**src/pkg/etp_pkg.sv**
```systemverilog
// constants, field layout and timing for the energy to pulse converter
// What this block does
// - divider 0 or 1: one quantum per LSB
// - output pulse after denominator/numerator quanta
// - select 00 active, 01 reactive, 1x apparent
// - shared bit 3 picks current rms or apparent
// - never apparent on one, rms on other
// - config one bits 1,2 disable outputs
// - output pulses set status bits 6, 7
// - enabled set flag raises energy interrupt
// - disabled event never raises the interrupt
// - interrupt holds until flag is cleared
// - write 0 clears flag, 1 keeps it
// - period over 180 ms: 90 ms low
// - period under 180 ms: 50% duty
// - both pulse outputs are active low
// - 16-bit unsigned numerator and denominator
// - zero scaling register acts as one
// - numerator above denominator clamps ratio to one
// - full scale unscaled output near 21.1 kHz
// - one shared energy interrupt line, three enables
package etp_pkg;

  // ==========================================================
  // bus geometry
  localparam int ADDR_W = 8;
  localparam int DATA_W = 16;

  // ==========================================================
  // register offsets
  localparam logic [7:0] OFF_CONFIG_ONE = 8'h0b;
  localparam logic [7:0] OFF_CONFIG_TWO = 8'h0c;
  localparam logic [7:0] OFF_DIVIDER = 8'h24;
  localparam logic [7:0] OFF_NUM_A = 8'h27;
  localparam logic [7:0] OFF_DEN_A = 8'h28;
  localparam logic [7:0] OFF_NUM_B = 8'h29;
  localparam logic [7:0] OFF_DEN_B = 8'h2a;
  localparam logic [7:0] OFF_PULSE_STATE = 8'h2b;
  localparam logic [7:0] OFF_COUNT_A = 8'h2c;
  localparam logic [7:0] OFF_COUNT_B = 8'h2d;
  localparam logic [7:0] OFF_IRQ_EN_LOW = 8'hd9;
  localparam logic [7:0] OFF_IRQ_EN_MID = 8'hda;
  localparam logic [7:0] OFF_IRQ_EN_HIGH = 8'hdb;
  localparam logic [7:0] OFF_IRQ_STATUS_MID = 8'hdd;

  // ==========================================================
  // field positions
  localparam int DIS_A_BIT = 1;
  localparam int DIS_B_BIT = 2;
  localparam int AHR_SEL_BIT = 3;
  localparam int SEL_A_LSB = 4;
  localparam int SEL_B_LSB = 6;
  localparam int FLAG_A_BIT = 6;
  localparam int FLAG_B_BIT = 7;

  // ==========================================================
  // reset values
  localparam logic [7:0] RST_CONFIG_ONE = 8'h00;
  localparam logic [7:0] RST_CONFIG_TWO = 8'h00;
  localparam logic [7:0] RST_DIVIDER = 8'h00;
  localparam logic [15:0] RST_SCALE = 16'h0000;
  localparam logic [7:0] RST_IRQ_EN = 8'h00;
  localparam logic [7:0] RST_STATUS = 8'h00;

  // ==========================================================
  // interrupt vector shared by all energy events
  localparam logic [15:0] ENERGY_IRQ_VECTOR = 16'h004b;

  // ==========================================================
  // timing
  localparam int CLK_HZ = 50_000_000;
  localparam int LOW_TIME_MS = 90;
  localparam int LONG_PERIOD_MS = 180;
  localparam int LOW_CYCLES = CLK_HZ / 1000 * LOW_TIME_MS;
  localparam int LONG_PERIOD_CYCLES = CLK_HZ / 1000 * LONG_PERIOD_MS;
  localparam int CNT_W = 24;

  typedef enum logic [0:0] {
    ETP_OUT_IDLE = 1'b0,
    ETP_OUT_LOW = 1'b1
  } etp_shape_t;

endpackage

```
**src/design/etp_dfc.sv**
```systemverilog
// rate scaler: numerator/denominator accumulator over energy quanta
`timescale 1ns/1ns
module etp_dfc (
  // clock and reset
  input wire logic clock,
  input wire logic reset_n,
  // quanta in
  input wire logic quantum,
  input wire logic enable,
  // scaling
  input wire logic [15:0] numerator,
  input wire logic [15:0] denominator,
  // scaled pulse out
  output logic scaled_pulse,
  output logic clamped
);
  import etp_pkg::*;

  logic [15:0] num_eff;
  logic [15:0] den_eff;
  logic [16:0] acc_reg;
  logic [16:0] sum;

  // ==========================================================
  // effective ratio
  always_comb begin
    num_eff = (numerator == 16'h0000) ? 16'h0001 : numerator;
    den_eff = (denominator == 16'h0000) ? 16'h0001 : denominator;
    clamped = 1'b0;
    if (num_eff > den_eff) begin
      num_eff = den_eff;
      clamped = 1'b1;
    end
    sum = acc_reg + {1'b0, num_eff};
  end

  // ==========================================================
  // remainder stays below den, so one quantum gives at most one pulse
  always_ff @(posedge clock or negedge reset_n) begin
    if (!reset_n) begin
      acc_reg <= 17'h00000;
      scaled_pulse <= 1'b0;
    end else if (!enable) begin
      acc_reg <= 17'h00000;
      scaled_pulse <= 1'b0;
    end else if (quantum) begin
      if (sum >= {1'b0, den_eff}) begin
        acc_reg <= sum - {1'b0, den_eff};
        scaled_pulse <= 1'b1;
      end else begin
        acc_reg <= sum;
        scaled_pulse <= 1'b0;
      end
    end else begin
      scaled_pulse <= 1'b0;
    end
  end

endmodule

```
**src/design/etp_pulse_shaper.sv**
```systemverilog
// shapes scaled pulses into the active-low calibration output
`timescale 1ns/1ns
module etp_pulse_shaper #(
  parameter int LOW_CYC = 4500000,
  parameter int LONG_CYC = 9000000
) (
  // clock and reset
  input wire logic clock,
  input wire logic reset_n,
  // control
  input wire logic enable,
  input wire logic trigger,
  // pin
  output logic out_n
);
  import etp_pkg::*;

  localparam logic [23:0] LOW_LEN = 24'(LOW_CYC);
  localparam logic [23:0] LONG_LEN = 24'(LONG_CYC);

  etp_shape_t state_reg;
  logic [23:0] since_reg;
  logic [23:0] left_reg;
  logic [23:0] low_len;

  // long periods get the fixed low time, short ones half the last period
  always_comb begin
    if (since_reg >= LONG_LEN) begin
      low_len = LOW_LEN;
    end else if (since_reg[23:1] == 23'h000000) begin
      low_len = 24'h000001;
    end else begin
      low_len = {1'b0, since_reg[23:1]};
    end
  end

  // ==========================================================
  // period measurement, saturating so a first pulse counts as long
  always_ff @(posedge clock or negedge reset_n) begin
    if (!reset_n) begin
      since_reg <= LONG_LEN;
    end else if (trigger) begin
      since_reg <= 24'h000001;
    end else if (since_reg < LONG_LEN) begin
      since_reg <= since_reg + 24'h000001;
    end
  end

  // ==========================================================
  // low phase
  always_ff @(posedge clock or negedge reset_n) begin
    if (!reset_n) begin
      state_reg <= ETP_OUT_IDLE;
      left_reg <= 24'h000000;
      out_n <= 1'b1;
    end else if (!enable) begin
      state_reg <= ETP_OUT_IDLE;
      left_reg <= 24'h000000;
      out_n <= 1'b1;
    end else if (trigger) begin
      state_reg <= ETP_OUT_LOW;
      left_reg <= low_len - 24'h000001;
      out_n <= 1'b0;
    end else begin
      unique case (state_reg)
        ETP_OUT_IDLE: begin
          out_n <= 1'b1;
        end
        ETP_OUT_LOW: begin
          if (left_reg == 24'h000000) begin
            state_reg <= ETP_OUT_IDLE;
            out_n <= 1'b1;
          end else begin
            left_reg <= left_reg - 24'h000001;
          end
        end
      endcase
    end
  end

endmodule

```
**src/design/etp_converter.sv**
```systemverilog
// top of the energy to pulse converter: registers, source select, two channels
//
// The address-and-strobe port was decided locally.
`timescale 1ns/1ns
module etp_converter #(
  parameter int LOW_CYC = etp_pkg::LOW_CYCLES,
  parameter int LONG_CYC = etp_pkg::LONG_PERIOD_CYCLES
) (
  // clock and reset
  input wire logic clock,
  input wire logic reset_n,
  // register port
  input wire logic [etp_pkg::ADDR_W-1:0] addr,
  input wire logic [etp_pkg::DATA_W-1:0] wr_data,
  input wire logic wr_strobe,
  input wire logic rd_strobe,
  output logic [etp_pkg::DATA_W-1:0] rd_data,
  // energy quanta, one-cycle pulses per accumulated LSB
  input wire logic active_quantum,
  input wire logic reactive_quantum,
  input wire logic apparent_quantum,
  input wire logic irms_quantum,
  // calibration pins, active low
  output logic pulse_out_a,
  output logic pulse_out_b,
  // energy interrupt request to the core
  output logic energy_irq
);
  import etp_pkg::*;

  // ==========================================================
  // register storage
  logic [7:0] measure_config_one_reg;
  logic [7:0] measure_config_two_reg;
  logic [7:0] active_energy_divider_reg;
  logic [15:0] pulse_scale_numerator_reg [2];
  logic [15:0] pulse_scale_denominator_reg [2];
  logic [7:0] energy_irq_enable_low_reg;
  logic [7:0] energy_irq_enable_mid_reg;
  logic [7:0] energy_irq_enable_high_reg;
  logic [7:0] energy_irq_status_mid_reg;
  logic [7:0] energy_irq_status_mid_next;
  logic [15:0] pulse_count_reg [2];
  logic [DATA_W-1:0] rd_data_next;
  logic energy_irq_next;

  // ==========================================================
  // write decode
  logic wr_config_one;
  logic wr_config_two;
  logic wr_divider;
  logic wr_en_low;
  logic wr_en_mid;
  logic wr_en_high;
  logic wr_status_mid;
  logic [1:0] wr_num;
  logic [1:0] wr_den;

  always_comb begin
    wr_config_one = wr_strobe && (addr == OFF_CONFIG_ONE);
    wr_config_two = wr_strobe && (addr == OFF_CONFIG_TWO);
    wr_divider = wr_strobe && (addr == OFF_DIVIDER);
    wr_en_low = wr_strobe && (addr == OFF_IRQ_EN_LOW);
    wr_en_mid = wr_strobe && (addr == OFF_IRQ_EN_MID);
    wr_en_high = wr_strobe && (addr == OFF_IRQ_EN_HIGH);
    wr_status_mid = wr_strobe && (addr == OFF_IRQ_STATUS_MID);
    wr_num[0] = wr_strobe && (addr == OFF_NUM_A);
    wr_num[1] = wr_strobe && (addr == OFF_NUM_B);
    wr_den[0] = wr_strobe && (addr == OFF_DEN_A);
    wr_den[1] = wr_strobe && (addr == OFF_DEN_B);
  end

  // ==========================================================
  // configuration registers
  always_ff @(posedge clock or negedge reset_n) begin
    if (!reset_n) begin
      measure_config_one_reg <= RST_CONFIG_ONE;
    end else if (wr_config_one) begin
      measure_config_one_reg <= wr_data[7:0];
    end
  end

  always_ff @(posedge clock or negedge reset_n) begin
    if (!reset_n) begin
      measure_config_two_reg <= RST_CONFIG_TWO;
    end else if (wr_config_two) begin
      measure_config_two_reg <= wr_data[7:0];
    end
  end

  always_ff @(posedge clock or negedge reset_n) begin
    if (!reset_n) begin
      active_energy_divider_reg <= RST_DIVIDER;
    end else if (wr_divider) begin
      active_energy_divider_reg <= wr_data[7:0];
    end
  end

  // ==========================================================
  // interrupt enables; low and high hold other energy events kept elsewhere
  always_ff @(posedge clock or negedge reset_n) begin
    if (!reset_n) begin
      energy_irq_enable_low_reg <= RST_IRQ_EN;
      energy_irq_enable_mid_reg <= RST_IRQ_EN;
      energy_irq_enable_high_reg <= RST_IRQ_EN;
    end else begin
      if (wr_en_low) begin
        energy_irq_enable_low_reg <= wr_data[7:0];
      end
      if (wr_en_mid) begin
        energy_irq_enable_mid_reg <= wr_data[7:0];
      end
      if (wr_en_high) begin
        energy_irq_enable_high_reg <= wr_data[7:0];
      end
    end
  end

  // ==========================================================
  // active-quantum prescaler; only the active path has a divider
  logic [7:0] div_count_reg;
  logic active_div_quantum;

  always_ff @(posedge clock or negedge reset_n) begin
    if (!reset_n) begin
      div_count_reg <= 8'h00;
      active_div_quantum <= 1'b0;
    end else if (active_energy_divider_reg <= 8'h01) begin
      div_count_reg <= 8'h00;
      active_div_quantum <= active_quantum;
    end else if (active_quantum) begin
      if (div_count_reg >= active_energy_divider_reg - 8'h01) begin
        div_count_reg <= 8'h00;
        active_div_quantum <= 1'b1;
      end else begin
        div_count_reg <= div_count_reg + 8'h01;
        active_div_quantum <= 1'b0;
      end
    end else begin
      active_div_quantum <= 1'b0;
    end
  end

  // the other quanta take one cycle too, so every source has equal latency
  logic reactive_q_reg;
  logic apparent_q_reg;
  logic irms_q_reg;

  always_ff @(posedge clock or negedge reset_n) begin
    if (!reset_n) begin
      reactive_q_reg <= 1'b0;
      apparent_q_reg <= 1'b0;
      irms_q_reg <= 1'b0;
    end else begin
      reactive_q_reg <= reactive_quantum;
      apparent_q_reg <= apparent_quantum;
      irms_q_reg <= irms_quantum;
    end
  end

  // ==========================================================
  // channels: source select, scaler, shaper
  logic [1:0] out_enable;
  logic [1:0] scaled_pulse;
  logic [1:0] clamped;
  logic [1:0] pin_level;
  logic ampere_hour_select;

  // one select bit serves both channels, so the 1x choice always agrees
  assign ampere_hour_select = measure_config_two_reg[AHR_SEL_BIT];
  assign out_enable[0] = ~measure_config_one_reg[DIS_A_BIT];
  assign out_enable[1] = ~measure_config_one_reg[DIS_B_BIT];

  genvar ch;
  generate
    for (ch = 0; ch < 2; ch++) begin : g_chan
      localparam int SEL_LSB = (ch == 0) ? SEL_A_LSB : SEL_B_LSB;
      logic [1:0] pulse_source_select;
      logic chosen_quantum;

      assign pulse_source_select = measure_config_two_reg[SEL_LSB +: 2];

      always_comb begin
        if (pulse_source_select[1]) begin
          chosen_quantum = ampere_hour_select ? irms_q_reg : apparent_q_reg;
        end else if (pulse_source_select[0]) begin
          chosen_quantum = reactive_q_reg;
        end else begin
          chosen_quantum = active_div_quantum;
        end
      end

      always_ff @(posedge clock or negedge reset_n) begin
        if (!reset_n) begin
          pulse_scale_numerator_reg[ch] <= RST_SCALE;
        end else if (wr_num[ch]) begin
          pulse_scale_numerator_reg[ch] <= wr_data;
        end
      end

      always_ff @(posedge clock or negedge reset_n) begin
        if (!reset_n) begin
          pulse_scale_denominator_reg[ch] <= RST_SCALE;
        end else if (wr_den[ch]) begin
          pulse_scale_denominator_reg[ch] <= wr_data;
        end
      end

      etp_dfc u_dfc (
        .clock(clock),
        .reset_n(reset_n),
        .quantum(chosen_quantum),
        .enable(out_enable[ch]),
        .numerator(pulse_scale_numerator_reg[ch]),
        .denominator(pulse_scale_denominator_reg[ch]),
        .scaled_pulse(scaled_pulse[ch]),
        .clamped(clamped[ch])
      );

      // unity ratio passes every quantum, which sets the top output rate
      etp_pulse_shaper #(
        .LOW_CYC(LOW_CYC),
        .LONG_CYC(LONG_CYC)
      ) u_shaper (
        .clock(clock),
        .reset_n(reset_n),
        .enable(out_enable[ch]),
        .trigger(scaled_pulse[ch]),
        .out_n(pin_level[ch])
      );

      // free-running count of output pulses, wraps at 16 bits
      always_ff @(posedge clock or negedge reset_n) begin
        if (!reset_n) begin
          pulse_count_reg[ch] <= 16'h0000;
        end else if (scaled_pulse[ch]) begin
          pulse_count_reg[ch] <= pulse_count_reg[ch] + 16'h0001;
        end
      end
    end
  endgenerate

  assign pulse_out_a = pin_level[0];
  assign pulse_out_b = pin_level[1];

  // ==========================================================
  // status flags: a pulse in the clearing cycle survives the clear
  always_comb begin
    energy_irq_status_mid_next = energy_irq_status_mid_reg;
    if (wr_status_mid) begin
      energy_irq_status_mid_next[FLAG_A_BIT] = energy_irq_status_mid_reg[FLAG_A_BIT] & wr_data[FLAG_A_BIT];
      energy_irq_status_mid_next[FLAG_B_BIT] = energy_irq_status_mid_reg[FLAG_B_BIT] & wr_data[FLAG_B_BIT];
    end
    if (scaled_pulse[0]) begin
      energy_irq_status_mid_next[FLAG_A_BIT] = 1'b1;
    end
    if (scaled_pulse[1]) begin
      energy_irq_status_mid_next[FLAG_B_BIT] = 1'b1;
    end
  end

  always_ff @(posedge clock or negedge reset_n) begin
    if (!reset_n) begin
      energy_irq_status_mid_reg <= RST_STATUS;
    end else begin
      energy_irq_status_mid_reg <= energy_irq_status_mid_next;
    end
  end

  // ==========================================================
  // interrupt request: level while any enabled flag stands
  always_comb begin
    energy_irq_next = |(energy_irq_status_mid_reg & energy_irq_enable_mid_reg
                        & ((8'h01 << FLAG_A_BIT) | (8'h01 << FLAG_B_BIT)));
  end

  always_ff @(posedge clock or negedge reset_n) begin
    if (!reset_n) begin
      energy_irq <= 1'b0;
    end else begin
      energy_irq <= energy_irq_next;
    end
  end

  // ==========================================================
  // read path: data only in the cycle after the strobe
  always_comb begin
    rd_data_next = '0;
    if (rd_strobe) begin
      unique case (addr)
        OFF_CONFIG_ONE: rd_data_next = {8'h00, measure_config_one_reg};
        OFF_CONFIG_TWO: rd_data_next = {8'h00, measure_config_two_reg};
        OFF_DIVIDER: rd_data_next = {8'h00, active_energy_divider_reg};
        OFF_NUM_A: rd_data_next = pulse_scale_numerator_reg[0];
        OFF_DEN_A: rd_data_next = pulse_scale_denominator_reg[0];
        OFF_NUM_B: rd_data_next = pulse_scale_numerator_reg[1];
        OFF_DEN_B: rd_data_next = pulse_scale_denominator_reg[1];
        OFF_PULSE_STATE: rd_data_next = {10'h000, clamped, out_enable, pin_level};
        OFF_COUNT_A: rd_data_next = pulse_count_reg[0];
        OFF_COUNT_B: rd_data_next = pulse_count_reg[1];
        OFF_IRQ_EN_LOW: rd_data_next = {8'h00, energy_irq_enable_low_reg};
        OFF_IRQ_EN_MID: rd_data_next = {8'h00, energy_irq_enable_mid_reg};
        OFF_IRQ_EN_HIGH: rd_data_next = {8'h00, energy_irq_enable_high_reg};
        OFF_IRQ_STATUS_MID: rd_data_next = {8'h00, energy_irq_status_mid_reg};
        default: rd_data_next = '0;
      endcase
    end
  end

  always_ff @(posedge clock or negedge reset_n) begin
    if (!reset_n) begin
      rd_data <= '0;
    end else begin
      rd_data <= rd_data_next;
    end
  end

endmodule

```
**config.mk**
```make
export PLATFORM = sky130hd
export DESIGN_NAME = etp_converter
export DESIGN_NICKNAME = d
export VERILOG_FILES = /design/src/pkg/etp_pkg.sv /design/src/design/etp_dfc.sv /design/src/design/etp_pulse_shaper.sv /design/src/design/etp_converter.sv
export SDC_FILE = /design/constraint.sdc
export NUM_CORES = 1
export LEC_CHECK = 0
export BUFFER_PORTS_ARGS = -buffer_cell sky130_fd_sc_hd__clkbuf_2
export CAP_MARGIN = 20
export CELL_PAD_IN_SITES_DETAIL_PLACEMENT = 0
export CELL_PAD_IN_SITES_GLOBAL_PLACEMENT = 2
export CORE_AREA = 2 2 220 222
export DETAILED_ROUTE_END_ITERATION = 8
export DIE_AREA = 0 0 222 224
export GPL_ROUTABILITY_DRIVEN = 0
export PLACE_DENSITY_LB_ADDON = 0.1
export SLEW_MARGIN = 20
export SYNTH_ARGS = -nofsm -noshare
export SYNTH_HDL_FRONTEND = slang
export SYNTH_SLANG_ARGS = --single-unit
export TNS_END_PERCENT = 5
```
**constraint.sdc**
```tcl
create_clock -name clock -period 13.7 [get_ports clock]
set_clock_uncertainty 0.1 [all_clocks]
set_input_delay 0.685 -clock clock [delete_from_list [all_inputs] [get_ports clock]]
set_output_delay 0.685 -clock clock [all_outputs]
set_load 0.005 [all_outputs]
```
* Word-level counts from Yosys, hierarchy flattened *
Cells that the tools add are included.

storage, ports and cells
  bits in registers = 311
  output and inout bits = 19
  word-level logic and storage cells = 181
  bits of input ports = 32

operators by class
  muxes and demuxes = 68
  eq/ne operators = 18
  add/sub/neg operators = 14
  reductions and logical operators = 31
  bitwise operators = 7
  $lt $le $gt $ge = 10

operators by type and width
  operator                                                                number
  24-bit 2-to-1 mux                                                       12
  16-bit case mux with 14 select lines                                    1
  16-bit 2-to-1 mux                                                       7
  17-bit 2-to-1 mux                                                       6
  24-bit by 1-bit subtractor with 24-bit output (second input constant)   4
  23-bit 2-to-1 mux                                                       4
  8-bit by 6-bit equality test with 1-bit output (second input constant)  8
  16-bit zero test                                                        4
  24-bit by 1-bit adder with 24-bit output (second input constant)        2
  24-bit >= comparator (second input constant)                            2
  24-bit zero test                                                        2
  24-bit < comparator (second input constant)                             2
  23-bit zero test                                                        2
  17-bit by 16-bit adder with 17-bit output                               2
  17-bit by 16-bit >= comparator with 1-bit output                        2
  17-bit by 16-bit subtractor with 17-bit output                          2
  16-bit by 1-bit adder with 16-bit output (second input constant)        2
  8-bit equality test (second input constant)                             4
  16-bit greater-than comparator                                          2
  1-bit 2-to-1 mux                                                        32
  8-bit 2-to-1 mux                                                        3
  8-bit by 4-bit equality test with 1-bit output (second input constant)  2
  2-bit nonzero test                                                      7
  1-bit logical AND                                                       11
  other kinds (14)                                                        23

* Logic depth before layout (Yosys ltp) *
Gate-level depths: netlist of the first run.

  word-level depth = 9
  depth in mapped cells = 36

* By module *
Synthesis of the first run repeated with hierarchy kept, for this count alone.

second synthesis, totals
  cells, all modules = 2433
  area total of the unflattened synthesis = 22350.2 um^2

modules (own cells, without submodules)
  module                                 cells an instance  area an instance (um^2)  times used  seq. area each (um^2)
  etp_converter                          701                8360.5                   1           4379.2
  etp_dfc                                415                3328.2                   2           450.4
  etp_pulse_shaper (g_chan[1].u_shaper)  456                3748.6                   1           1261.2
  etp_pulse_shaper (g_chan[0].u_shaper)  446                3584.7                   1           1261.2

* Worst setup path after synthesis of the first run *
OpenSTA, ideal clock, no wires.

  path type = register to register
  from = register pulse_scale_denominator_reg[25] in the netlist's numbering
  to = register g_chan[0].u_dfc.acc_reg[11]
  required time = 13.501 ns
  data arrival time = 6.992 ns
  clock period less this slack = 7.192 ns
  path slack = 6.508 ns
  cell stages (with the launch flop) = 32
  setup time = 0.099 ns
  path through = dfrtp_1 -> nor4_1 -> a41oi_1 -> inv_1 -> ha_1 -> nor2b_1 -> o21a_1 -> o21a_1 -> o21a_1 -> o21a_1 -> o211ai_1 -> a21oi_1 -> o221ai_1 -> clkbuf_1 -> mux2_2 -> fa_1 -> a21o_1 -> a21o_1 -> a2111oi_2 -> o21ai_1 -> a31o_2 -> a21oi_1 -> xnor2_1 -> ha_1 -> and3_1 -> a31oi_1 -> nand2b_1 -> mux2_2 -> nor2_1 -> clkbuf_1 -> nand2_1 -> a311oi_1

between the ends
  cells in the longest elaborated chain, start to end = 9
  elaborated cells on any way between the ends = 10

RTL lines
  what                                                                                                                       line                          text
  from (decl)                                                                                                                etp_converter.sv:37           logic [15:0] pulse_scale_denominator_reg [2];
  from (signal, indexed assignment)                                                                                          etp_converter.sv:205          pulse_scale_denominator_reg[ch] <= wr_data;
  16-bit zero test                                                                                                           etp_dfc.sv:28                 den_eff = (denominator == 16'h0000) ? 16'h0001 : denominator;
  16-bit 2-to-1 mux *                                                                                                        etp_dfc.sv:28
  16-bit greater-than comparator                                                                                             etp_dfc.sv:30                 if (num_eff > den_eff) begin
  16-bit 2-to-1 mux                                                                                                          etp_dfc.sv:30
  17-bit by 16-bit adder with 17-bit output                                                                                  etp_dfc.sv:34                 sum = acc_reg + {1'b0, num_eff};
  17-bit by 16-bit subtractor with 17-bit output / 17-bit by 16-bit >= comparator with 1-bit output (equally long branches)  etp_dfc.sv:48, etp_dfc.sv:47
  17-bit 2-to-1 mux *                                                                                                        etp_dfc.sv:47                 if (sum >= {1'b0, den_eff}) begin
  17-bit 2-to-1 mux *                                                                                                        etp_dfc.sv:46                 end else if (quantum) begin
  17-bit 2-to-1 mux *                                                                                                        etp_dfc.sv:43                 end else if (!enable) begin
  to (signal assigned)                                                                                                       etp_dfc.sv:48                 acc_reg <= sum - {1'b0, den_eff};
  to (signal assigned)                                                                                                       etp_dfc.sv:51                 acc_reg <= sum;
  to (decl)                                                                                                                  etp_dfc.sv:21                 logic [16:0] acc_reg;

Every way passes the cells marked *; elsewhere a longest branch is shown, timed or not. The select of a mux whose other input is x is not followed.
A chain may end at the register's enable or synchronous reset.

* Worst setup path in the final report of the first run *
  from = register pulse_scale_denominator_reg[8] in the netlist's numbering
  to = register g_chan[1].u_dfc.acc_reg[1]

between the ends
  cells in the longest elaborated chain, start to end = 9
  elaborated cells on any way between the ends = 10

RTL lines
  what                                                                                                                       line
  16-bit zero test                                                                                                           etp_dfc.sv:28
  16-bit 2-to-1 mux *                                                                                                        etp_dfc.sv:28
  16-bit greater-than comparator                                                                                             etp_dfc.sv:30
  16-bit 2-to-1 mux                                                                                                          etp_dfc.sv:30
  17-bit by 16-bit adder with 17-bit output                                                                                  etp_dfc.sv:34
  17-bit by 16-bit subtractor with 17-bit output / 17-bit by 16-bit >= comparator with 1-bit output (equally long branches)  etp_dfc.sv:48, etp_dfc.sv:47
  17-bit 2-to-1 mux *                                                                                                        etp_dfc.sv:47
  17-bit 2-to-1 mux *                                                                                                        etp_dfc.sv:46
  17-bit 2-to-1 mux *                                                                                                        etp_dfc.sv:43
  to (signal assigned)                                                                                                       etp_dfc.sv:48
  to (signal assigned)                                                                                                       etp_dfc.sv:51
  to (decl)                                                                                                                  etp_dfc.sv:21

Marked as above.

==> reports/qor.csv, run 1 <==
stage,metric,value,unit
outcome,status,finished with violations,
outcome,failed_checks,negative hold slack,
clock_network,cts.hold.buffers_added,0,
floorplanning,ios,51,
global_route,grt_max_degree,85,
critical_path,cp_slowest_stage_delay,860,ps
synth,dominantRegCellSynth,sky130_fd_sc_hd__dfrtp_1,
critical_path,crit_path_end,g_chan[1].u_dfc.acc_reg[1]$_DFFE_PN0P_,
synth,yosysMostFrequentCell,sky130_fd_sc_hd__dfrtp_1,
global_route,global_route.usage.total,0.2534,
route,route.vias.total,16871,
clock_network,cts_resized,0,
critical_path,regToRegEndpoint,g_chan[1].u_dfc.acc_reg[1]$_DFFE_PN0P_,
critical_path,critical_path.endpoint_type,flip-flop,
critical_path,slowest_stage,sky130_fd_sc_hd__and2_0,
critical_path,crit_start,pulse_scale_denominator_reg[8]$_DFFE_PN0P_,
synth,postSynth.asyncResetShare,1.000,
clock_network,num_clock_sinks,311,
placement,port_buffers,50,
route,drt.antenna.violating_nets,0,
timing,holdWs,-25.14,ps
hold_path,worstHoldPathType,in2async,
synth,postSynthRegisterBits,311,
power,cellPowerDensity,198.8,mW/mm²
timing,top_achievable_clock_speed,115.0,MHz
layout,finalInstanceArea,0.02269,mm²
critical_path,worst_ep_arrival_time,9040,ps
timing,worst_slew_pin_slew,1098,ps
layout,syn_to_final_growth,10.37,%
clock_network,clockRootBuffer,sky130_fd_sc_hd__clkbuf_16,
synth,synth_edf_count,0,
job,cap_viol_max_count,0,
clock_network,cts_tree,yes,
clock_network,clock_latency,590,ps
synth,ys_types,98,
floorplanning,fp.dieW,222,µm
floorplanning,die-area,0.04973,mm²
route,wl_per_cell,22.21,µm
synth,synth_largest_type_area_fraction,0.3591,
clock_network,clock_pin_slew_worst_setup_and_hold_paths,60,ps
timing,slew_headroom,0.2650,
timing,fin_tns_setup,0,ps
synth,post_synth_most_frequent_cells,"sky130_fd_sc_hd__dfrtp_1, sky130_fd_sc_hd__nor2_1, sky130_fd_sc_hd__nand2_1, sky130_fd_sc_hd__mux2_2, sky130_fd_sc_hd__ha_1",
synth,syn_inst,2194,
critical_path,regToRegSetupSlack,5000,ps
power,power.leakage,0.01013,µW
clock_network,postCtsSetupRepairBufs,0,
route,wirelength,62740,µm
critical_path,crit_type,reg2reg,
timing,setup-violations-final,0,
global_route,grt_first_pass_wirelength,99150,µm
timing,period_needed,8699,ps
route,detail_route.vias_per_cell,5.972,
global_route,global_route.overflow_total,0,
route,firstDrtPassIters,8,
floorplanning,initial_core_util,0.4341,
power,ir_worst_vdd,0.0001352,V
clock_network,numCtsBuffers,38,
floorplanning,std_cell_core_area,0.04735,mm²
clock_network,ctsLongestPathBuffers,3,
critical_path,worst-endpoint-required,14040,ps
route,drcViolationCount,0,
synth,mappedNetlistArea,0.02055,mm²
layout,drive_above_1_share,0.1643,
route,detail_route.iter0.violations,1363,
critical_path,rr_startpoint,pulse_scale_denominator_reg[8]$_DFFE_PN0P_,
synth,yosysWarnings,0,
synth,ys_seq_area_frac,0.3796,
timing,timing_max_transition_violations_final,0,
layout,fin_util,0.4792,
layout,antenna_cells,0,
placement,dp_hpwl,45940,µm
timing,final_hold_viol_count,4,
global_route,first_global_vias,16688,
floorplanning,die_height,224,µm
synth,yosys.area.top_type,sky130_fd_sc_hd__dfrtp_1,
critical_path,critPathMostFrequentCell,sky130_fd_sc_hd__a21oi_1,
clock_network,cts_max_level,2,
placement,post_dp_cell_area,0.02130,mm²
synth,synth_area_leaders,"sky130_fd_sc_hd__dfrtp_1, sky130_fd_sc_hd__mux2_2, sky130_fd_sc_hd__ha_1",
floorplanning,placement_rows,80,
timing,final.period_utilization,0.6349,
critical_path,startpoint_type,flip-flop,
critical_path,r2r_cells,30,
global_route,initial_antenna_violation_count,0,
synth,synth_fp_nets,2347,
critical_path,crit_fanout,17,
layout,layout.nets,2333,
timing,unrepaired_setup_endpoints_after_global_routing,no,
synth,postSynthAreaPerCell,9.369,µm²
-- cells in the final DEF (no fill, tap or decap), types with 9 or more instances in the layout --
cell type / instances
sky130_fd_sc_hd__xor2_1: 61
sky130_fd_sc_hd__nor2_1: 190
sky130_fd_sc_hd__ha_1: 117
sky130_fd_sc_hd__a311oi_1: 11
sky130_fd_sc_hd__a21oi_1: 107
sky130_fd_sc_hd__a21o_1: 47
sky130_fd_sc_hd__nand3b_1: 9
sky130_fd_sc_hd__dfrtp_1: 292
sky130_fd_sc_hd__buf_4: 25
sky130_fd_sc_hd__nor3_1: 51
sky130_fd_sc_hd__or3_1: 14
sky130_fd_sc_hd__nand3_1: 68
sky130_fd_sc_hd__o211ai_1: 15
sky130_fd_sc_hd__a41oi_1: 11
sky130_fd_sc_hd__mux2_2: 149
sky130_fd_sc_hd__o21ai_0: 73
sky130_fd_sc_hd__clkbuf_2: 49
sky130_fd_sc_hd__nand2b_1: 20
sky130_fd_sc_hd__nand2_1: 187
sky130_fd_sc_hd__nor2b_1: 21
sky130_fd_sc_hd__a22oi_1: 18
sky130_fd_sc_hd__nor4_1: 33
sky130_fd_sc_hd__a31oi_1: 25
sky130_fd_sc_hd__and2_1: 10
sky130_fd_sc_hd__a222oi_1: 22
sky130_fd_sc_hd__nand4_1: 30
sky130_fd_sc_hd__inv_1: 76
sky130_fd_sc_hd__o31ai_1: 10
sky130_fd_sc_hd__dfstp_2: 16
sky130_fd_sc_hd__and3_1: 42
sky130_fd_sc_hd__xnor2_1: 96
sky130_fd_sc_hd__a221oi_1: 20
sky130_fd_sc_hd__o21a_1: 21
sky130_fd_sc_hd__mux2i_1: 21
sky130_fd_sc_hd__and4_1: 9
sky130_fd_sc_hd__clkbuf_16: 38
sky130_fd_sc_hd__a211oi_1: 26
sky130_fd_sc_hd__or2_2: 10
-- routing by layer --
| metal | track usage | vias up | share of wire | wire (µm) |
|---|---|---|---|---|
| li1 | - | 7982 | - | - |
| met1 | 0.3527 | 8414 | 0.47 | 29320 |
| met2 | 0.4114 | 380 | 0.46 | 28900 |
| met3 | 0.03659 | 95 | 0.046 | 2876 |
| met4 | 0.07171 | 0 | 0.026 | 1639 |
| met5 | 0 | - | 0 | 0 |
-- worst min path at each step --
stage,start,cells past startpoint,slack [ps],to
floorplan,reset_n,0,290,active_div_quantum$_DFF_PN0_
global placement,pulse_count_reg[15]$_DFFE_PN0P_,1,370,pulse_count_reg[15]$_DFFE_PN0P_
detailed placement,pulse_count_reg[15]$_DFFE_PN0P_,1,370,pulse_count_reg[15]$_DFFE_PN0P_
CTS,reset_n,1,8,div_count_reg[4]$_DFFE_PN0P_
global route,reset_n,1,20,div_count_reg[4]$_DFFE_PN0P_
finish,reset_n,1,-30,div_count_reg[4]$_DFFE_PN0P_
-- metrics by stage --
step | std cells | hold slack, ps | setup WS (ps) | power [µW]
2_1_floorplan | 2194 | 289.4 | 6508 | 2838
3_3_place_gp | 2755 | 366.9 | 5402 | 3373
3_5_place_dp | 2755 | 370.4 | 5223 | 3386
4_1_cts | 2825 | 7.963 | 5113 | 4529
5_1_grt | 2825 | 15.24 | 4308 | 4846
6_report | 2825 | -25.14 | 5001 | 4510
-- logic make-up (layout without fill, tap and decap cells) --
| group | Yosys count | in the layout | synth area share |
|---|---|---|---|
| AND/OR/NAND/NOR | 740 | 740 | 0.1805 |
| AO/OA/AOI/OAI | 489 | 489 | 0.1677 |
| flip-flops | 311 | 311 | 0.3796 |
| buffers and inverters | 206 | 222 | 0.03835 |
| multiplexers | 170 | 170 | 0.09186 |
| XOR/XNOR | 157 | 157 | 0.06690 |
| adder cells (fa/ha/maj) | 121 | 121 | 0.07512 |
-- critical path: cells and delay by family (launching register included) --
family,cells,cell delay (ps)
compound gates,14,3600
xor+xnor,1,180
flops,1,420
simple gates,9,2190
mux,2,1060
buf+inv,1,120
fa+ha+maj,3,890
-- layout make-up --
type	instances	area [µm²]
clock buffer	50	1046
clock inverter	20	335.3
fill	4514	24660
inverter	77	289.0
multi-input combinational	1677	11990
sequential	311	7806
tap	615	769.5
timing repair buffer	75	447.9
-- power breakdown --
group | internal [µW] | switching (µW)
combinational | 869 | 1260
sequential | 1090 | 176
clock | 678 | 442
Power figures use the tool's default switching activity.
==> inputs of run 2 (changes only) <==
Settings changed: CORE_AREA 2 2 220 222 to 2 2 227 229, DIE_AREA 0 0 222 224 to 0 0 229 231.
Clock period 13.7 ns to 8.6 ns, I/O delays scaled along.
==> run 2 against run 1 <==
First-iteration DRC count fell by 7.1%. Die area is 6.4% higher. The run now ends clean. Fmax is 13% higher. Design area grew 0.73%. Sequential cell count did not move. Sequential share of layout area down 0.25 points. Final cell count rose by 2.7%. Count of clock-buffer cells in the layout is 7 higher.
==> reports/qor.csv, run 2 (synthesized netlist as in run 1, its figures left out) <==
stage,metric,value,unit
floorplanning,initial_core_util,0.4056,
layout,layout.nets,2345,
route,wl_per_cell,22.32,µm
clock_network,cts_tree,yes,
timing,top_achievable_clock_speed,130.2,MHz
layout,antenna_cells,0,
timing,final_hold_viol_count,0,
timing,holdWs,50.03,ps
timing,fin_tns_setup,0,ps
clock_network,cts_max_level,2,
layout,finalInstanceArea,0.02285,mm²
layout,layout.cells.most_common,sky130_fd_sc_hd__dfrtp_1,
power,ir_worst_vdd,0.0001650,V
layout,drive_above_1_share,0.1665,
critical_path,slowest_stage,sky130_fd_sc_hd__a2111oi_2,
route,wirelength,64780,µm
global_route,grt_first_pass_wirelength,101900,µm
placement,dp_hpwl,47210,µm
route,drcViolationCount,0,
route,detail_route.iter0.violations,1266,
floorplanning,die_height,231,µm
timing,final.period_utilization,0.8930,
critical_path,cp_top_delay_family,compound AO/OA/AOI/OAI gates,
outcome,status,"finished, final reports clean",
global_route,first_global_vias,16961,
route,firstDrtPassIters,7,
clock_network,clockRootBuffer,sky130_fd_sc_hd__clkbuf_16,
placement,post_dp_cell_area,0.02143,mm²
clock_network,clock_pin_slew_worst_setup_and_hold_paths,60,ps
clock_network,cts_resized,0,
timing,worst_slew_pin_slew,1099,ps
global_route,initial_antenna_violation_count,1,
layout,seq_area,0.007806,mm²
critical_path,cp_slowest_stage_delay,570,ps
floorplanning,std_cell_core_area,0.05068,mm²
layout,syn_to_final_growth,11.18,%
timing,setup-violations-final,0,
timing,timing_max_transition_violations_final,0,
timing,layout_setup_ws,920.0,ps
global_route,grt_max_degree,125,
global_route,global_route.overflow_total,0,
placement,port_buffers,50,
clock_network,numCtsBuffers,39,
route,drt.antenna.violating_nets,0,
placement,dp_slack,983.7,ps
timing,period_needed,7680,ps
hold_path,worstHoldPathType,in2reg,
floorplanning,die-area,0.05290,mm²
clock_network,ctsLongestPathBuffers,3,
floorplanning,ios,51,
route,route.vias.total,17057,
critical_path,critical_path.endpoint_type,flip-flop,
clock_network,num_clock_sinks,311,
critical_path,worst_ep_arrival_time,8030,ps
clock_network,clock_latency,580,ps
critical_path,critPathMostFrequentCell,sky130_fd_sc_hd__a21oi_1,
timing,unrepaired_setup_endpoints_after_global_routing,no,
layout,nFillCells,5054,
critical_path,crit_type,reg2reg,
power,cellPowerDensity,315.3,mW/mm²
timing,slew_headroom,0.2644,
route,detail_route.vias_per_cell,5.878,
job,cap_viol_max_count,0,
floorplanning,placement_rows,83,
critical_path,startpoint_type,flip-flop,
layout,layout_common_cells,"sky130_fd_sc_hd__dfrtp_1, sky130_fd_sc_hd__nor2_1, sky130_fd_sc_hd__nand2_1, sky130_fd_sc_hd__mux2_2, sky130_fd_sc_hd__ha_1",
critical_path,crit_fanout,10,
power,power.leakage,0.01019,µW
floorplanning,fp.dieW,229,µm
layout,area_taken_by_multi_input_logic_gates,0.01199,mm²
critical_path,worst_path_bufs_invs,3,
global_route,global_route.usage.total,0.2454,
critical_path,worst-endpoint-required,8950,ps
[run 2: through the flow]
step,power (µW),instances,utilization
finish,7206,2902,0.4509
global route,7759,2902,0.4509
CTS,7258,2902,0.4509
detailed placement,5438,2827,0.4229
global placement,5424,2827,0.4229
floorplan,4521,2194,-
[run 2: per-layer routing]
layer  routed length (µm)  share of wire  GRT usage  vias to the layer above
li1                     -              -          -                     8004
met1                29950           0.46     0.3430                     8564
met2                30340           0.47     0.4024                      389
met3                 2985          0.046    0.03150                       98
met4                 1500          0.023    0.06169                        2
met5                    8        0.00012          0                        -
[run 2: repair_timing]
action,4_1_cts,5_1_grt
hold buffers,4,0
buffers inserted,0,0
endpoints found under the hold margin,124,0
[run 2: layout make-up]
class	count	area share
multi-input cells	1677	0.5244
flip-flops and latches	311	0.3416
clock buffers	57	0.05092
well taps	680	0.03723
repair buffers	86	0.02365
inverters	77	0.01265
clock inverters	14	0.009526
[run 2: power by group]
group / internal [µW] / switching [µW]
Sequential: 1730 / 272
Combinational: 1410 / 2020
Clock: 1070 / 707
[run 2: final timing paths]
path | start | to | slack [ps] | depth (start not counted)
hold / removal | active_quantum | active_div_quantum$_DFF_PN0_ | 50 | 2
max in group asynchronous | reset_n | g_chan[1].u_dfc.scaled_pulse$_DFF_PN0_ | 6290 | 3
hold reg to reg | pulse_count_reg[15]$_DFFE_PN0P_ | pulse_count_reg[15]$_DFFE_PN0P_ | 390 | 1
setup reg to reg | pulse_scale_denominator_reg[8]$_DFFE_PN0P_ | g_chan[1].u_dfc.acc_reg[0]$_DFFE_PN0P_ | 920 | 32
min in group asynchronous | reset_n | div_count_reg[3]$_DFFE_PN0P_ | 420 | 2
setup / recovery | pulse_scale_denominator_reg[8]$_DFFE_PN0P_ | g_chan[1].u_dfc.acc_reg[0]$_DFFE_PN0P_ | 920 | 32
[run 2: worst register-to-register path: cells and delay by family (launching register included)]
family                   cells  cell delay, ps
flip-flops                   1             420
AO/OA/AOI/OAI               14            3260
buffers and inverters        3             550
adder cells (fa/ha/maj)      3             880
AND/OR/NAND/NOR              9            1610
multiplexers                 2             550
XOR/XNOR                     1             170
==> inputs of run 3 (changes only) <==
Settings changed: MAX_ROUTING_LAYER from default to met4.
==> run 3 against run 2 <==
Register-to-register slack worse by 50 ps. Largest power group unchanged. Clock power is essentially flat. Utilization barely moved.
==> reports/qor.csv, run 3 (synthesized netlist as in run 1, its figures left out) <==
stage,metric,value,unit
clock_network,clock_pin_slew_worst_setup_and_hold_paths,60,ps
route,firstDrtPassIters,8,
clock_network,postCtsSetupRepairBufs,0,
global_route,grt_first_pass_wirelength,101900,µm
timing,worst_slew_pin_slew,1068,ps
job,cap_viol_max_count,0,
critical_path,rr_startpoint,pulse_scale_denominator_reg[8]$_DFFE_PN0P_,
route,wl_per_cell,22.38,µm
layout,layout.cells.most_common,sky130_fd_sc_hd__dfrtp_1,
power,power.leakage,0.01019,µW
clock_network,cts_max_level,2,
floorplanning,initial_core_util,0.4056,
power,switching_power,2999,µW
route,drcViolationCount,0,
floorplanning,die_height,231,µm
hold_path,hold_path_end,active_div_quantum$_DFF_PN0_,
power,cellPowerDensity,315.2,mW/mm²
route,wirelength,64970,µm
global_route,initial_antenna_violation_count,1,
layout,area_taken_by_multi_input_logic_gates,0.01199,mm²
critical_path,regToRegEndpoint,g_chan[1].u_dfc.acc_reg[0]$_DFFE_PN0P_,
critical_path,worst_ep_arrival_time,8080,ps
clock_network,numCtsBuffers,39,
power,power_switching_share,0.4162,
critical_path,crit_type,reg2reg,
timing,fin_tns_setup,0,ps
route,detail_route.iter0.violations,1328,
timing,final.period_utilization,0.8988,
timing,setup-violations-final,0,
clock_network,cts_tree,yes,
critical_path,cp_slowest_stage_delay,600,ps
timing,top_achievable_clock_speed,129.4,MHz
floorplanning,ios,51,
timing,unrepaired_setup_endpoints_after_global_routing,no,
timing,slew_headroom,0.2857,
timing,period_needed,7730,ps
power,p_int,4205,µW
global_route,grt_max_degree,125,
critical_path,startpoint_type,flip-flop,
clock_network,ctsLongestPathBuffers,3,
floorplanning,std_cell_core_area,0.05068,mm²
timing,holdWs,55.21,ps
hold_path,holdPathStages,2,
power,comb_power_share,0.476,
route,detail_route.vias_per_cell,5.889,
timing,final_hold_viol_count,0,
critical_path,r2r_cells,32,
critical_path,crit_fanout,10,
global_route,first_global_vias,16929,
route,drt.antenna.violating_nets,0,
critical_path,worst-endpoint-required,8950,ps
power,p_seq_frac,0.278,
placement,port_buffers,50,
floorplanning,placement_rows,83,
critical_path,critical_path.endpoint_type,flip-flop,
hold_path,hold_start,active_quantum,
outcome,status,"finished, final reports clean",
layout,nFillCells,5053,
critical_path,slowest_stage,sky130_fd_sc_hd__a2111oi_2,
layout,drive_above_1_share,0.1665,
power,clock_power_frac,0.247,
layout,syn_to_final_growth,11.19,%
placement,dp_hpwl,47210,µm
power,ir_worst_vdd,0.0001698,V
clock_network,clockRootBuffer,sky130_fd_sc_hd__clkbuf_16,
critical_path,regToRegSetupSlack,870,ps
clock_network,clock_latency,580,ps
critical_path,crit_start,pulse_scale_denominator_reg[8]$_DFFE_PN0P_,
timing,timing_max_transition_violations_final,0,
clock_network,num_clock_sinks,311,
critical_path,critPathMostFrequentCell,sky130_fd_sc_hd__a21oi_1,
hold_path,worstHoldPathType,in2reg,
floorplanning,die-area,0.05290,mm²
layout,seq_area,0.007806,mm²
global_route,global_route.usage.total,0.2526,
floorplanning,fp.dieW,229,µm
route,route.vias.total,17097,
layout,layout.nets,2345,
global_route,global_route.overflow_total,0,
layout,layout_common_cells,"sky130_fd_sc_hd__dfrtp_1, sky130_fd_sc_hd__nor2_1, sky130_fd_sc_hd__nand2_1, sky130_fd_sc_hd__mux2_2, sky130_fd_sc_hd__ha_1",
layout,fin_cells,2903,
placement,placed_cells,2827,
==> run 3: cell types whose count changed in the layout (fill, tap and decap cells not counted) <==
cell	before	now
sky130_fd_sc_hd__diode_2	0	1
==> run 3: routing by layer <==
layer,part of all wire,track usage,vias to the layer above
met5,0,-,-
li1,-,-,8002
met3,0.047,0.03150,95
met1,0.46,0.3435,8563
met2,0.47,0.4008,437
met4,0.021,0.06250,0
==> run 3: area by class of cell <==
class                      count  area share
sequential                   311      0.3415
clock buffer                  57     0.05091
tap                          680     0.03723
antenna                        1   0.0001095
clock inverter                14    0.009525
multi-input combinational   1677      0.5244
timing repair buffer          86     0.02365
inverter                      77     0.01265
==> run 3: repair_timing <==
| item | in CTS | in global routing |
|---|---|---|
| resized for setup | 0 | 0 |
| hold buffers | 4 | 0 |
| hold endpoints to repair | 124 | 0 |
==> run 3: metrics by stage <==
step                      area (µm²)  setup WS [ps]  total power, µW    util
after floorplan                20550           1408             4521       -
after global placement         21430          994.3             5424  0.4229
after detailed placement       21430          983.7             5438  0.4229
after CTS                      22850          952.8             7258  0.4509
after global routing           22860          421.3             7758  0.4510
final                          22860          870.2             7204  0.4510
==> run 3: power groups by stage <==
| stage | Combinational (µW) | Clock [µW] | Sequential [µW] |
|---|---|---|---|
| floorplan | 2610 | 0 | 1910 |
| global placement | 3400 | 0 | 2020 |
| detailed placement | 3410 | 0 | 2020 |
| CTS | 3430 | 1820 | 2000 |
| global route | 3840 | 1880 | 2040 |
| finish | 3430 | 1780 | 2000 |
==> run 3: worst max-delay path by stage <==
stage | slack [ps] | cells after the start | end
detailed placement | 980 | 32 | g_chan[1].u_dfc.acc_reg[0]$_DFFE_PN0P_
global placement | 990 | 32 | g_chan[1].u_dfc.acc_reg[1]$_DFFE_PN0P_
finish | 870 | 32 | g_chan[1].u_dfc.acc_reg[0]$_DFFE_PN0P_
CTS | 950 | 32 | g_chan[1].u_dfc.acc_reg[0]$_DFFE_PN0P_
global route | 420 | 32 | g_chan[1].u_dfc.acc_reg[0]$_DFFE_PN0P_
floorplan | 1410 | 31 | g_chan[0].u_dfc.acc_reg[11]$_DFFE_PN0P_
==> run 3: critical path: cells and delay by family, from the launching register on <==
kind / cells / cell delay [ps]
XOR/XNOR: 1 / 170
adder cells (fa/ha/maj): 3 / 880
multiplexers: 2 / 550
AND/OR/NAND/NOR: 9 / 1610
buffers and inverters: 3 / 570
flip-flops: 1 / 420
AO/OA/AOI/OAI: 14 / 3300
